[src/hdl/asc_pkg.sv]
/*
 Package for the asynchronous static memory host controller.
 Holds pin widths, timing figures in ns and the cycle counts derived from sys_clk.
 Assumes a 40 MHz system clock.
*/
package asc_pkg;
	localparam int ADDR_W = 19;                      // Word address width
	localparam int DATA_W = 8;                       // Byte-wide data bus
	localparam int CLK_PERIOD_NS = 25;               // sys_clk period
	// Timing figures as specified, in ns
	localparam int CYCLE_TIME_NS               = 45; // Least spacing of accesses
	localparam int ADDRESS_ACCESS_TIME_NS      = 45; // Address to data valid, max
	localparam int CE_ACCESS_TIME_NS           = 45; // Select to data valid, max
	localparam int OUTPUT_DRIVE_ACCESS_TIME_NS = 22; // Output drive to data valid, max
	localparam int WRITE_DATA_SETUP_TIME_NS    = 25; // Data setup to write end
	localparam int ADDR_SETUP_WRITE_END_NS     = 35; // Address setup to write end
	localparam int STROBE_FLOAT_NS             = 18; // Strobe low to device float
	localparam int FLOAT_TIME_NS               = 18; // Select or drive high to float
	localparam int DESELECT_TO_RETENTION_TIME_NS = 0;
	localparam int POWER_DOWN_TIME_NS          = 45; // Deselect to power-down, max
	// Least times round up, waits for maximum delays round up too
	localparam int SYNC_N = 3;                        // Stages on the data input pins
	// Read window: access time in whole clocks, then the synchroniser stages and their agreement
	localparam int ACCESS_CYC = (ADDRESS_ACCESS_TIME_NS + CLK_PERIOD_NS - 1) / CLK_PERIOD_NS;
	localparam int RD_CYC = ACCESS_CYC + SYNC_N + 1;
	localparam int WR_PULSE_NS = (WRITE_DATA_SETUP_TIME_NS + STROBE_FLOAT_NS
		> ADDR_SETUP_WRITE_END_NS) ? WRITE_DATA_SETUP_TIME_NS + STROBE_FLOAT_NS
		: ADDR_SETUP_WRITE_END_NS;
	localparam int WR_CYC = (WR_PULSE_NS + CLK_PERIOD_NS - 1) / CLK_PERIOD_NS;
	localparam int FLOAT_CYC = (FLOAT_TIME_NS + CLK_PERIOD_NS - 1) / CLK_PERIOD_NS;
	localparam int PD_CYC = (POWER_DOWN_TIME_NS + CLK_PERIOD_NS - 1) / CLK_PERIOD_NS;
	localparam int CNT_W = 3;
	localparam logic [CNT_W-1:0] RD_CNT    = CNT_W'(RD_CYC);
	localparam logic [CNT_W-1:0] WR_CNT    = CNT_W'(WR_CYC);
	localparam logic [CNT_W-1:0] FLOAT_CNT = CNT_W'(FLOAT_CYC);
	localparam logic [CNT_W-1:0] PD_CNT    = CNT_W'(PD_CYC);
	typedef enum logic [2:0] {
		ASC_IDLE  = 3'b000,
		ASC_WSET  = 3'b001,
		ASC_WPULS = 3'b010,
		ASC_WEND  = 3'b011,
		ASC_RACC  = 3'b100,
		ASC_RFLT  = 3'b101
	} asc_state_t;
endpackage : asc_pkg

[src/hdl/asc_ctrl.sv]
/*
 Host controller for an asynchronous 512K x 8 static memory.
 A user request port starts single-byte reads and writes; the block drives
 select, write strobe, output drive, address and the two-way data bus.
 Assumes the memory sits on the pins with no clock and that the board
 resolves the data wire from the output enable.

 Write walk, counted from the edge that takes the request:
   one cycle of address and select with the strobe still high,
   then the strobe low for WR_CNT cycles with the host on the data wire,
   the strobe rising alone to end the write, and one more cycle in which
   data, address and select stay put before select is released.
 Ending on the strobe keeps the data hold measured from one known edge;
 select moves a cycle later, so it never ends the write itself.

 Read walk: select, output drive and address fall together and stand
 for RD_CNT cycles. The window covers the access time rounded up to whole
 clocks, the three synchroniser stages and the agreement stage behind them,
 so the byte taken is one that stood still on the pins for several edges.
 A cycle of float time follows before the next request can be taken,
 which keeps the host off the wire while the device lets go of it.

 Retention is granted only from idle, deselected, with the power-down
 time run out; a pending request is held off while it is asked for.
 A user who lowers the supply must wait for retention_ok first.
*/
// Operation
// - Write happens during select and strobe overlap
// - Releasing select or strobe ends write
// - Data timing measured from terminating edge
// - Data valid 25 ns before, 0 after end
// - Address stable 35 ns before write end
// - Address valid from write start to end
// - Strobe pulse covers setup plus 18 ns float
// - Host never drives bus while device drives
// - Strobe stays high during every read
// - Select high before retention entry
`timescale 1ns/1ps
module asc_ctrl (
	input  wire logic                       sys_clk,
	input  wire logic                       rstn,
	input  wire logic                       req_valid,
	input  wire logic                       req_write,
	input  wire logic [asc_pkg::ADDR_W-1:0] req_addr,
	input  wire logic [asc_pkg::DATA_W-1:0] req_wdata,
	input  wire logic                       retention_req,
	output logic                            req_ready,
	output logic                            rsp_valid,
	output logic      [asc_pkg::DATA_W-1:0] rsp_rdata,
	output logic                            retention_ok,
	output logic                            mem_select_n,
	output logic                            mem_write_n,
	output logic                            mem_drive_n,
	output logic      [asc_pkg::ADDR_W-1:0] mem_addr,
	output logic      [asc_pkg::DATA_W-1:0] mem_data_out,
	output logic                            mem_data_oe,
	input  wire logic [asc_pkg::DATA_W-1:0] mem_data_in
);
	import asc_pkg::*;

	typedef struct packed {
		asc_state_t        state;
		logic [CNT_W-1:0]  cnt;
		logic [CNT_W-1:0]  pd_cnt;
		logic              ready;
		logic              rsp;
		logic [DATA_W-1:0] rdata;
		logic              ret_ok;
		logic              sel_n;
		logic              we_n;
		logic              oe_n;
		logic [ADDR_W-1:0] addr;
		logic [DATA_W-1:0] dout;
		logic              doe;
	} asc_ctrl_t;

	// Registered state and its next value
	asc_ctrl_t st_reg;
	asc_ctrl_t st_next;
	logic [DATA_W-1:0] din_sync;

	// Data pins come from outside the clock domain
	asc_sync asc_sync_inst (
		.sys_clk  (sys_clk),
		.rstn     (rstn),
		.pin_in   (mem_data_in),
		.sync_out (din_sync)
	);

	// True on the last count of a timed phase
	function automatic logic cnt_last(input logic [CNT_W-1:0] c);
		return c == CNT_W'(1);
	endfunction : cnt_last

	// Sequencer for pin timing
	always_comb begin
		st_next     = st_reg;
		st_next.rsp = 1'b0;
		// Power-down timer runs while deselected
		if (st_reg.sel_n && st_reg.pd_cnt != '0) begin
			st_next.pd_cnt = st_reg.pd_cnt - 1'b1;
		end
		// Retention is granted only from a quiet idle
		st_next.ret_ok = retention_req && st_reg.sel_n
			&& st_reg.pd_cnt == '0 && st_reg.state == ASC_IDLE;

		unique case (st_reg.state)
			// Wait for a request; retention holds new ones off
			ASC_IDLE: begin
				st_next.ready = !retention_req;
				if (req_valid && st_reg.ready && !retention_req) begin
					st_next.ready = 1'b0;
					st_next.addr  = req_addr;
					st_next.sel_n = 1'b0;
					st_next.we_n  = 1'b1;
					if (req_write) begin
						// Address settles one cycle before strobe falls
						st_next.dout  = req_wdata;
						st_next.oe_n  = 1'b1;
						st_next.state = ASC_WSET;
					end else begin
						// Select, drive and address fall together
						st_next.oe_n  = 1'b0;
						st_next.cnt   = RD_CNT;
						st_next.state = ASC_RACC;
					end
				end
			end

			// Start the strobe pulse
			ASC_WSET: begin
				// Strobe falls with select low; bus driven only now
				st_next.we_n  = 1'b0;
				st_next.doe   = 1'b1;
				st_next.cnt   = WR_CNT;
				st_next.state = ASC_WPULS;
			end

			// Hold the strobe low for the pulse count
			ASC_WPULS: begin
				st_next.cnt = st_reg.cnt - 1'b1;
				if (cnt_last(st_reg.cnt)) begin
					// Strobe alone ends the write; select still low
					st_next.we_n  = 1'b1;
					st_next.state = ASC_WEND;
				end
			end

			// One cycle of hold, then release select and the wire
			ASC_WEND: begin
				// Data and address held one cycle past the ending edge
				st_next.doe    = 1'b0;
				st_next.sel_n  = 1'b1;
				st_next.pd_cnt = PD_CNT;
				st_next.ready  = !retention_req;
				st_next.state  = ASC_IDLE;
			end

			// Keep the device selected until its byte has crossed the synchroniser
			ASC_RACC: begin
				st_next.cnt = st_reg.cnt - 1'b1;
				if (cnt_last(st_reg.cnt)) begin
					// Take the settled byte and deselect on the same edge
					st_next.rdata  = din_sync;
					st_next.rsp    = 1'b1;
					st_next.oe_n   = 1'b1;
					st_next.sel_n  = 1'b1;
					st_next.pd_cnt = PD_CNT;
					st_next.cnt    = FLOAT_CNT;
					st_next.state  = ASC_RFLT;
				end
			end

			// Float time after a read
			ASC_RFLT: begin
				// Let the device float before anyone drives again
				st_next.cnt = st_reg.cnt - 1'b1;
				if (cnt_last(st_reg.cnt)) begin
					// Ready returns only once the wire is free
					st_next.ready = !retention_req;
					st_next.state = ASC_IDLE;
				end
			end

			// Unused codes fall back to idle
			default: begin
				st_next.state = ASC_IDLE;
			end
		endcase
	end

	// State register
	always_ff @(posedge sys_clk or negedge rstn) begin
		if (!rstn) begin
			st_reg       <= '0;
			st_reg.state <= ASC_IDLE;
			st_reg.sel_n <= 1'b1;
			st_reg.we_n  <= 1'b1;
			st_reg.oe_n  <= 1'b1;
		end else begin
			st_reg <= st_next;
		end
	end

	assign req_ready    = st_reg.ready;
	assign rsp_valid    = st_reg.rsp;
	assign rsp_rdata    = st_reg.rdata;
	assign retention_ok = st_reg.ret_ok;
	assign mem_select_n = st_reg.sel_n;
	assign mem_write_n  = st_reg.we_n;
	assign mem_drive_n  = st_reg.oe_n;
	assign mem_addr     = st_reg.addr;
	assign mem_data_out = st_reg.dout;
	assign mem_data_oe  = st_reg.doe;
endmodule : asc_ctrl

[src/hdl/asc_sync.sv]
/*
 Input synchroniser for the data pins: three stages and an output flip-flop per bit.
 A bit counts as changed once the second and third stages agree.
 Assumes the pins are asynchronous to sys_clk.
*/
`timescale 1ns/1ps
module asc_sync (
	input  wire logic                       sys_clk,
	input  wire logic                       rstn,
	input  wire logic [asc_pkg::DATA_W-1:0] pin_in,
	output logic      [asc_pkg::DATA_W-1:0] sync_out
);
	import asc_pkg::*;

	typedef struct packed {
		logic [DATA_W-1:0] s1;
		logic [DATA_W-1:0] s2;
		logic [DATA_W-1:0] s3;
		logic [DATA_W-1:0] q;
	} asc_sync_t;

	asc_sync_t st_reg;
	asc_sync_t st_next;

	// Shift the stages; take a bit only where stages two and three agree
	always_comb begin
		st_next    = st_reg;
		st_next.s1 = pin_in;
		st_next.s2 = st_reg.s1;
		st_next.s3 = st_reg.s2;
		for (int i = 0; i < DATA_W; i++) begin
			if (st_reg.s2[i] == st_reg.s3[i]) begin
				st_next.q[i] = st_reg.s3[i];
			end
		end
	end

	// State register
	always_ff @(posedge sys_clk or negedge rstn) begin
		if (!rstn) begin
			st_reg <= '0;
		end else begin
			st_reg <= st_next;
		end
	end

	assign sync_out = st_reg.q;
endmodule : asc_sync

[config.mk]
export PLATFORM = sky130hd
export DESIGN_NAME = asc_ctrl
export DESIGN_NICKNAME = d
export VERILOG_FILES = /design/src/hdl/asc_pkg.sv /design/src/hdl/asc_ctrl.sv /design/src/hdl/asc_sync.sv
export SDC_FILE = /design/constraint.sdc
export NUM_CORES = 1
export LEC_CHECK = 0
export ABC_AREA = 1
export BUFFER_PORTS_ARGS = -buffer_cell sky130_fd_sc_hd__buf_4
export CORE_UTILIZATION = 48
export CTS_CLUSTER_DIAMETER = 200
export CTS_CLUSTER_SIZE = 12
export DETAILED_ROUTE_END_ITERATION = 16
export PLACE_DENSITY = 0.75
export REMOVE_ABC_BUFFERS = 1
export SYNTH_ARGS = -nofsm -noshare
export SYNTH_HDL_FRONTEND = slang
export SYNTH_SLANG_ARGS = --single-unit
[constraint.sdc]
create_clock -name sys_clk -period 1.3 [get_ports sys_clk]
set_input_delay 0.065 -clock sys_clk [delete_from_list [all_inputs] [get_ports sys_clk]]
set_output_delay 0.065 -clock sys_clk [all_outputs]
set_load 0.01 [all_outputs]
==> results.py, run 1 <==
metrics = {
    "run_status": {
        "outcome": "finished, violations left",
        "violations": "setup timing",
    },
    "yosys": {
        "yosysWarnings": 0,
        "yosysSeqAreaShare": 0.596,
        "ys_top_cells_by_area": "dfrtp_1 (57%), nand2_1 (14%), buf_4 (8.0%), nand3_1 (4.2%), inv_1 (2.5%)",
        "syn_area_mm2": 0.00349,
        "synth_area_leader_cell": "dfrtp_1",
        "yosys.area.top_type_share": 0.573,
        "ys_types": 26,
        "syn_inst": 365,
        "syn_avg_cell_area_um2": 9.56,
        "yosys_register_bits": 83,
    },
    "power": {
        "vdd.ir_drop.worst_mv": 1.18,
        "combPwrFrac": 0.429,
        "seqPwrFrac": 0.371,
        "finalPower_w": 0.0105,
        "powerDensity_mw_per_mm2": 2130,
        "netSwitchingFraction": 0.374,
        "p_switching_w": 0.00393,
        "p_leak_nw": 2.55,
        "p_clk_frac": 0.200,
        "intPower_w": 0.00657,
    },
    "sta": {
        "drv_slew": 0,
        "period_minus_slack_ns": 1.37,
        "final-setup-viol-count": 4,
        "clock_skew_ns": 0.0154,
        "relSlewSlack": 0.834,
        "rsz0062_at_grt": "true",
        "max_freq_mhz": 728,
        "final_hold_viol_count": 0,
        "period_share": 1.06,
        "setup_ws_ns": -0.0730,
        "fin_tns_setup_ns": -0.0874,
        "worst_slew_pin_slew_ns": 0.248,
    },
    "drt": {
        "totalWireLength_um": 7820,
        "first_pass_iters": 4,
        "ant_nets": 0,
        "viasPerCell": 4.83,
        "wire_per_inst_um": 13.6,
        "drcViolationCount": 0,
        "vias": 2783,
        "drt_iter0_drc": 99,
    },
    "layout": {
        "final_cell_mix": "nand2_1 (107), buf_4 (96), dfrtp_1 (79)",
        "fin_nets": 519,
        "utilization": 0.712,
        "drive_gt1_frac": 0.375,
        "finish.instance_area_mm2": 0.00492,
        "synthToLayoutAreaGrowth_pct": 40.9,
        "largest_register_ffs": 19,
        "mostFrequentLayoutCell": "nand2_1",
        "num_antenna_cells": 0,
    },
    "floorplanning": {
        "coreArea_mm2": 0.00691,
        "pin_count": 82,
        "die_x_um": 87.3,
        "fp-row-count": 30,
        "die_h_um": 87.3,
        "die_area_mm2": 0.00762,
        "start_util": 0.505,
    },
    "place": {
        "port_buffers": 81,
        "hpwl_um": 4830,
        "placed_area_mm2": 0.00406,
        "place_congestion": 0.913,
    },
    "cts": {
        "cts_tree": "yes",
        "cts_max_level": 3,
        "clk-insertion-delay-late_ns": 0.36,
        "clock_sinks": 83,
        "clkTransAtPathRegs_ns": 0.08,
        "max-clock-path-buffers": 2,
        "numCtsBuffers": 9,
        "clock-root-buffer": "clkbuf_8",
    },
    "global_routing": {
        "grt_pass1_wl_um": 12300,
        "grt_pass1_vias": 2719,
        "grt_overflow": 0,
        "grt_usage": 0.212,
        "antenna_found_initial": 0,
        "grt_max_degree": 43,
    },
    "critical_path": {
        "start_kind": "flip-flop",
        "critPathArrivalTime_ns": 1.66,
        "crit_type": "flip-flop to flip-flop",
        "critPathRequiredTime_ns": 1.58,
        "worstSetupEndpointType": "flip-flop",
        "critPathMaxFanout": 5,
    },
    "min_path": {
        "hp-class": "input port to async pin",
    },
    "job": {
        "maxCapViolations": 0,
    },
}
[layout make-up]
type	count	area, um^2
Inverter	26	108
Fill cell	481	1990
Tap cell	96	120
Sequential cell	83	2080
Multi-Input combinational cell	213	1170
Clock buffer	9	124
Clock inverter	7	104
Timing Repair Buffer	142	1210
[cell families (layout without fill, tap and decap cells)]
family	count (synthesis)	count (layout)	synth area share
and+or+nand+nor	183	183	0.221
DFF	83	83	0.596
buffers and inverters	69	184	0.118
AOI/OAI and AO/OA	18	18	0.0280
adders and majority gates	12	12	0.0373
[power groups by stage]
stage,sequential [W],clock [W],combinational (W)
global route,0.00397,0.00224,0.00494
global placement,0.00386,0,0.00353
finish,0.00389,0.00210,0.00451
detailed placement,0.00386,0,0.00367
CTS,0.00384,0.00214,0.00383
floorplan,0.00412,0,0.00162
[per-layer routing]
layer  vias up  global-route usage  part of all wire
met5         -                   0                 0
met4         0              0.0775             0.015
met3        16              0.0464             0.046
met2        94               0.379              0.52
met1      1343               0.251              0.42
li1       1330                   -                 -
[critical path, stage by stage (launching register included)]
cell and delay, ns:
dfrtp_1 0.41, nor2_4 0.23, nand2_2 0.11, inv_2 0.09
nand2_4 0.08, buf_6 0.14, nand2_2 0.06, nand3_1 0.08
nand2_1 0.09
[synthesized netlist by cell type, drive strengths merged]
master and instances:
o211ai 1, clkinv 1, dfrtp 80, a21oi 2, nand2 129, o21a 1
inv 25, dfstp 3, nor3 3, buf 43, maj3 8, nand4 1
nor2 20, o21ai 13, ha 4, a21boi 1, nand3 30
[metrics by stage]
stage                     std cells  setup slack, ns  hold WS [ns]
after floorplan                 322           -0.441        -0.231
after global placement          516          -0.0606       -0.0913
after detailed placement        516           -0.133       -0.0887
after CTS                       571          -0.0236        0.0768
after global routing            576           -0.143        0.0865
final                           576          -0.0730        0.0899
[timing repair]
action / CTS / global route
gates resized for setup: 10 / 62
gates cloned: 0 / 0
setup endpoints to repair: 34 / 47
setup buffers: 1 / 5
hold buffers: 38 / 0
pin swaps: 2 / 21
endpoints found under the hold margin: 120 / 0
[path summary, 6_finish.rpt]
kind / start / to / slack (ns) / depth (start not counted)
max in group asynchronous: rstn / mem_drive_n$_DFFE_PN1P_ / 0.70 / 3
worst max register to register: st_reg[48]$_DFFE_PN0P_ / st_reg[48]$_DFFE_PN0P_ / -0.07 / 8
min in group sys_clk: req_valid / req_ready$_DFFE_PN0P_ / 0.13 / 6
worst max-delay path: st_reg[48]$_DFFE_PN0P_ / st_reg[48]$_DFFE_PN0P_ / -0.07 / 8
worst min-delay path: rstn / rsp_rdata[1]$_DFFE_PN0P_ / 0.09 / 2
worst min register to register: asc_sync_inst.st_next[19]$_DFF_PN0_ / asc_sync_inst.st_next[11]$_DFF_PN0_ / 0.36 / 0
Power figures use the tool's default switching activity.
==> run 2, diff against run 1 <==
Settings changed: CORE_UTILIZATION 48 to 49, PLACE_DENSITY 0.75 to 0.76, SYNTH_HIERARCHICAL from default to 1.
==> run 2 against run 1 <==
  * The run still ends with setup timing left
  * Non-clock buffer count shrank 5
  * Core utilization is 2.7 points lower
  * Setup slack gained 0.035 ns
  * Register-to-register slack better by 0.04 ns
  * Total power fell by 4.1%
  * Final cell count rose by 2.4%
  * Sequential power increased by 2%
  * Hold slack worse by 0.057 ns
  * Via count fell by 2.9%
  * Critical path depth is 1 lower
  * Die area up 2.8%
  * Clock power fell by 14%
  * Largest power group unchanged
==> results.py, run 2 <==
metrics = {
    "run_status": {
        "outcome": "finished, violations left",
        "violations": "setup timing",
    },
    "sta": {
        "max_freq_mhz": 747,
        "relSlewSlack": 0.785,
        "final_hold_viol_count": 0,
        "period_minus_slack_ns": 1.34,
        "clock_skew_ns": 0.00731,
        "final-setup-viol-count": 17,
        "setup_ws_ns": -0.0378,
        "drv_slew": 0,
        "worst_slew_pin_slew_ns": 0.322,
        "rsz0062_at_grt": "true",
        "period_share": 1.03,
    },
    "layout": {
        "drive_gt1_frac": 0.363,
        "largest_register_ffs": 19,
        "fin_nets": 531,
        "finalNonFillerCells": 590,
        "num_antenna_cells": 0,
        "mostFrequentLayoutCell": "nand2_1",
        "utilization": 0.685,
        "synthToLayoutAreaGrowth_pct": 35.5,
        "final_cell_mix": "nand2_1 (120), buf_4 (92), dfrtp_1 (77)",
    },
    "power": {
        "netSwitchingFraction": 0.368,
        "powerDensity_mw_per_mm2": 2030,
        "p_switching_w": 0.00371,
        "p_clk_frac": 0.180,
        "intPower_w": 0.00636,
        "vdd.ir_drop.worst_mv": 1.14,
        "p_leak_nw": 2.55,
        "combPwrFrac": 0.426,
        "seqPwrFrac": 0.394,
        "finalPower_w": 0.0101,
    },
    "global_routing": {
        "grt_overflow": 0,
        "grt_max_degree": 31,
        "grt_pass1_vias": 2536,
        "antenna_found_initial": 0,
        "grt_pass1_wl_um": 11000,
        "grt_usage": 0.187,
    },
    "critical_path": {
        "critPathMaxFanout": 5,
        "crit_slowest_cell": "dfrtp_2",
        "cp_num_buf_inv": 2,
        "cp_top_family": "simple AND/OR/NAND/NOR gates",
        "critPathRequiredTime_ns": 1.53,
        "worstSetupEndpointType": "flip-flop",
        "critPathArrivalTime_ns": 1.57,
        "crit_type": "flip-flop to flip-flop",
        "start_kind": "flip-flop",
        "path_cells": "nor2_4 -> nand2_4 -> inv_4 -> nand2_8 -> clkbuf_16 -> nand2_2 -> nand2_1",
        "slowest_delay_ns": 0.46,
    },
    "yosys": {
        "ys_top_cells_by_area": "dfrtp_1 (55%), nand2_1 (14%), buf_4 (9.0%), inv_1 (2.8%), nor2_1 (2.6%)",
        "async_reset_ff_frac": 1.00,
        "yosys_register_bits": 83,
        "synth_area_leader_cell": "dfrtp_1",
        "syn_inst": 390,
        "synth_edf_count": 0,
        "yosysWarnings": 6,
        "ys_types": 28,
        "synth_ff_type": "dfrtp_1",
        "synthTopCellsByCount": "nand2_1 (139), dfrtp_1 (80), buf_4 (44)",
        "synth.most_common_cell": "nand2_1",
        "syn_avg_cell_area_um2": 9.40,
        "yosysSeqAreaShare": 0.568,
        "syn_area_mm2": 0.00367,
        "yosys.area.top_type_share": 0.546,
    },
    "place": {
        "place_congestion": 0.868,
        "placed_cells": 532,
        "port_buffers": 81,
        "hpwl_um": 4560,
    },
    "cts": {
        "clkTransAtPathRegs_ns": 0.08,
        "cts_tree": "yes",
        "numCtsBuffers": 9,
        "clock-root-buffer": "clkbuf_8",
        "clk-insertion-delay-late_ns": 0.35,
        "max-clock-path-buffers": 2,
        "cts_max_level": 3,
        "clock_sinks": 83,
    },
    "floorplanning": {
        "die_area_mm2": 0.00783,
        "start_util": 0.505,
        "pin_count": 82,
        "fp-row-count": 31,
        "die_x_um": 88.5,
        "coreArea_mm2": 0.00725,
        "die_h_um": 88.5,
    },
    "drt": {
        "first_pass_iters": 4,
        "drcViolationCount": 0,
        "viasPerCell": 4.58,
        "drt_iter0_drc": 89,
        "totalWireLength_um": 7330,
        "wire_per_inst_um": 12.4,
        "ant_nets": 0,
        "vias": 2703,
    },
    "min_path": {
        "hp-class": "input port to flip-flop",
    },
    "job": {
        "maxCapViolations": 0,
    },
}
## run 2: changes by cell type after synthesis, sizes merged
cell / before / now
nand3: 30 / 8
nand2: 129 / 145
nand4: 1 / 0
inv: 25 / 32
nor2: 20 / 34
a21oi: 2 / 12
buf: 43 / 51
xor2: 0 / 1
o22ai: 0 / 1
clkinv: 1 / 0
maj3: 8 / 0
## run 2: worst paths after layout
kind	endpoint	startpoint	cells past startpoint	slack (ns)
worst min register to register	asc_sync_inst/st_next[14]$_DFF_PN0_	asc_sync_inst/st_next[22]$_DFF_PN0_	0	0.35
min in group asynchronous	mem_addr[7]$_DFFE_PN0P_	rstn	2	0.17
worst min-delay path	mem_drive_n$_DFFE_PN1P_	req_write	3	0.03
worst max-delay path	mem_addr[10]$_DFFE_PN0P_	st_reg[49]$_DFFE_PN0P_	7	-0.04
max in group asynchronous	asc_sync_inst/st_next[10]$_DFF_PN0_	rstn	3	0.59
worst max register to register	mem_addr[10]$_DFFE_PN0P_	st_reg[49]$_DFFE_PN0P_	7	-0.04
## run 2: layout make-up
class                   instances  area [um^2]
flip-flops and latches         83         2080
well taps                      99          124
fillers                       536         2290
inverters                      32          140
multi-input cells             224         1220
clock buffers                  11          141
clock inverters                 4         51.3
repair buffers                137         1200
## run 2: logic make-up (layout without fill, tap and decap cells)
kind of cell    after synthesis  count (layout)  share of synthesized area
compound gates               29              29                     0.0440
xor+xnor                      1               1                    0.00239
fa+ha+maj                     4               4                     0.0137
buf+inv                      83             184                      0.144
flops                        83              83                      0.568
simple gates                190             190                      0.228
## run 2: power by group through the flow
stage          registers (W)  clock network (W)  logic [W]
6_report             0.00397            0.00181    0.00429
5_1_grt              0.00406            0.00197    0.00477
4_1_cts              0.00389            0.00186    0.00382
3_5_place_dp         0.00392                  0    0.00366
3_3_place_gp         0.00390                  0    0.00357
2_1_floorplan        0.00412                  0    0.00181
## run 2: timing repair
item                                    in CTS  in global routing
pin swaps                                    3                 21
resized for setup                            8                 51
hold endpoints to repair                   120                  0
endpoints found under the setup margin      14                 46
gates cloned                                 0                  2
hold buffers                                37                  0
setup buffers                                2                  2
## run 2: worst reg2reg max path: cells and delay by family (launching register included)
kind,cells,cell delay [ns]
simple gates,5,0.50
flops,1,0.46
buf+inv,2,0.27
## run 2: per-stage QoR
step | instance area, um^2 | setup WS [ns] | hold WS [ns] | setup TNS [ns]
after floorplan | 3260 | 0.00994 | -0.231 | 0
after global placement | 4130 | -0.00762 | -0.0150 | -0.00762
after detailed placement | 4130 | -0.0739 | -0.0152 | -0.509
after CTS | 4740 | 0.00145 | 0.0269 | 0
after global routing | 4970 | -0.0957 | 0.0264 | -2.97
final | 4970 | -0.0378 | 0.0326 | -0.393
## run 2: per-layer routing
metal / share of wire / GRT usage
met5: 0 / 0
met4: 0.021 / 0.0880
met3: 0.036 / 0.0392
met2: 0.52 / 0.315
met1: 0.43 / 0.230
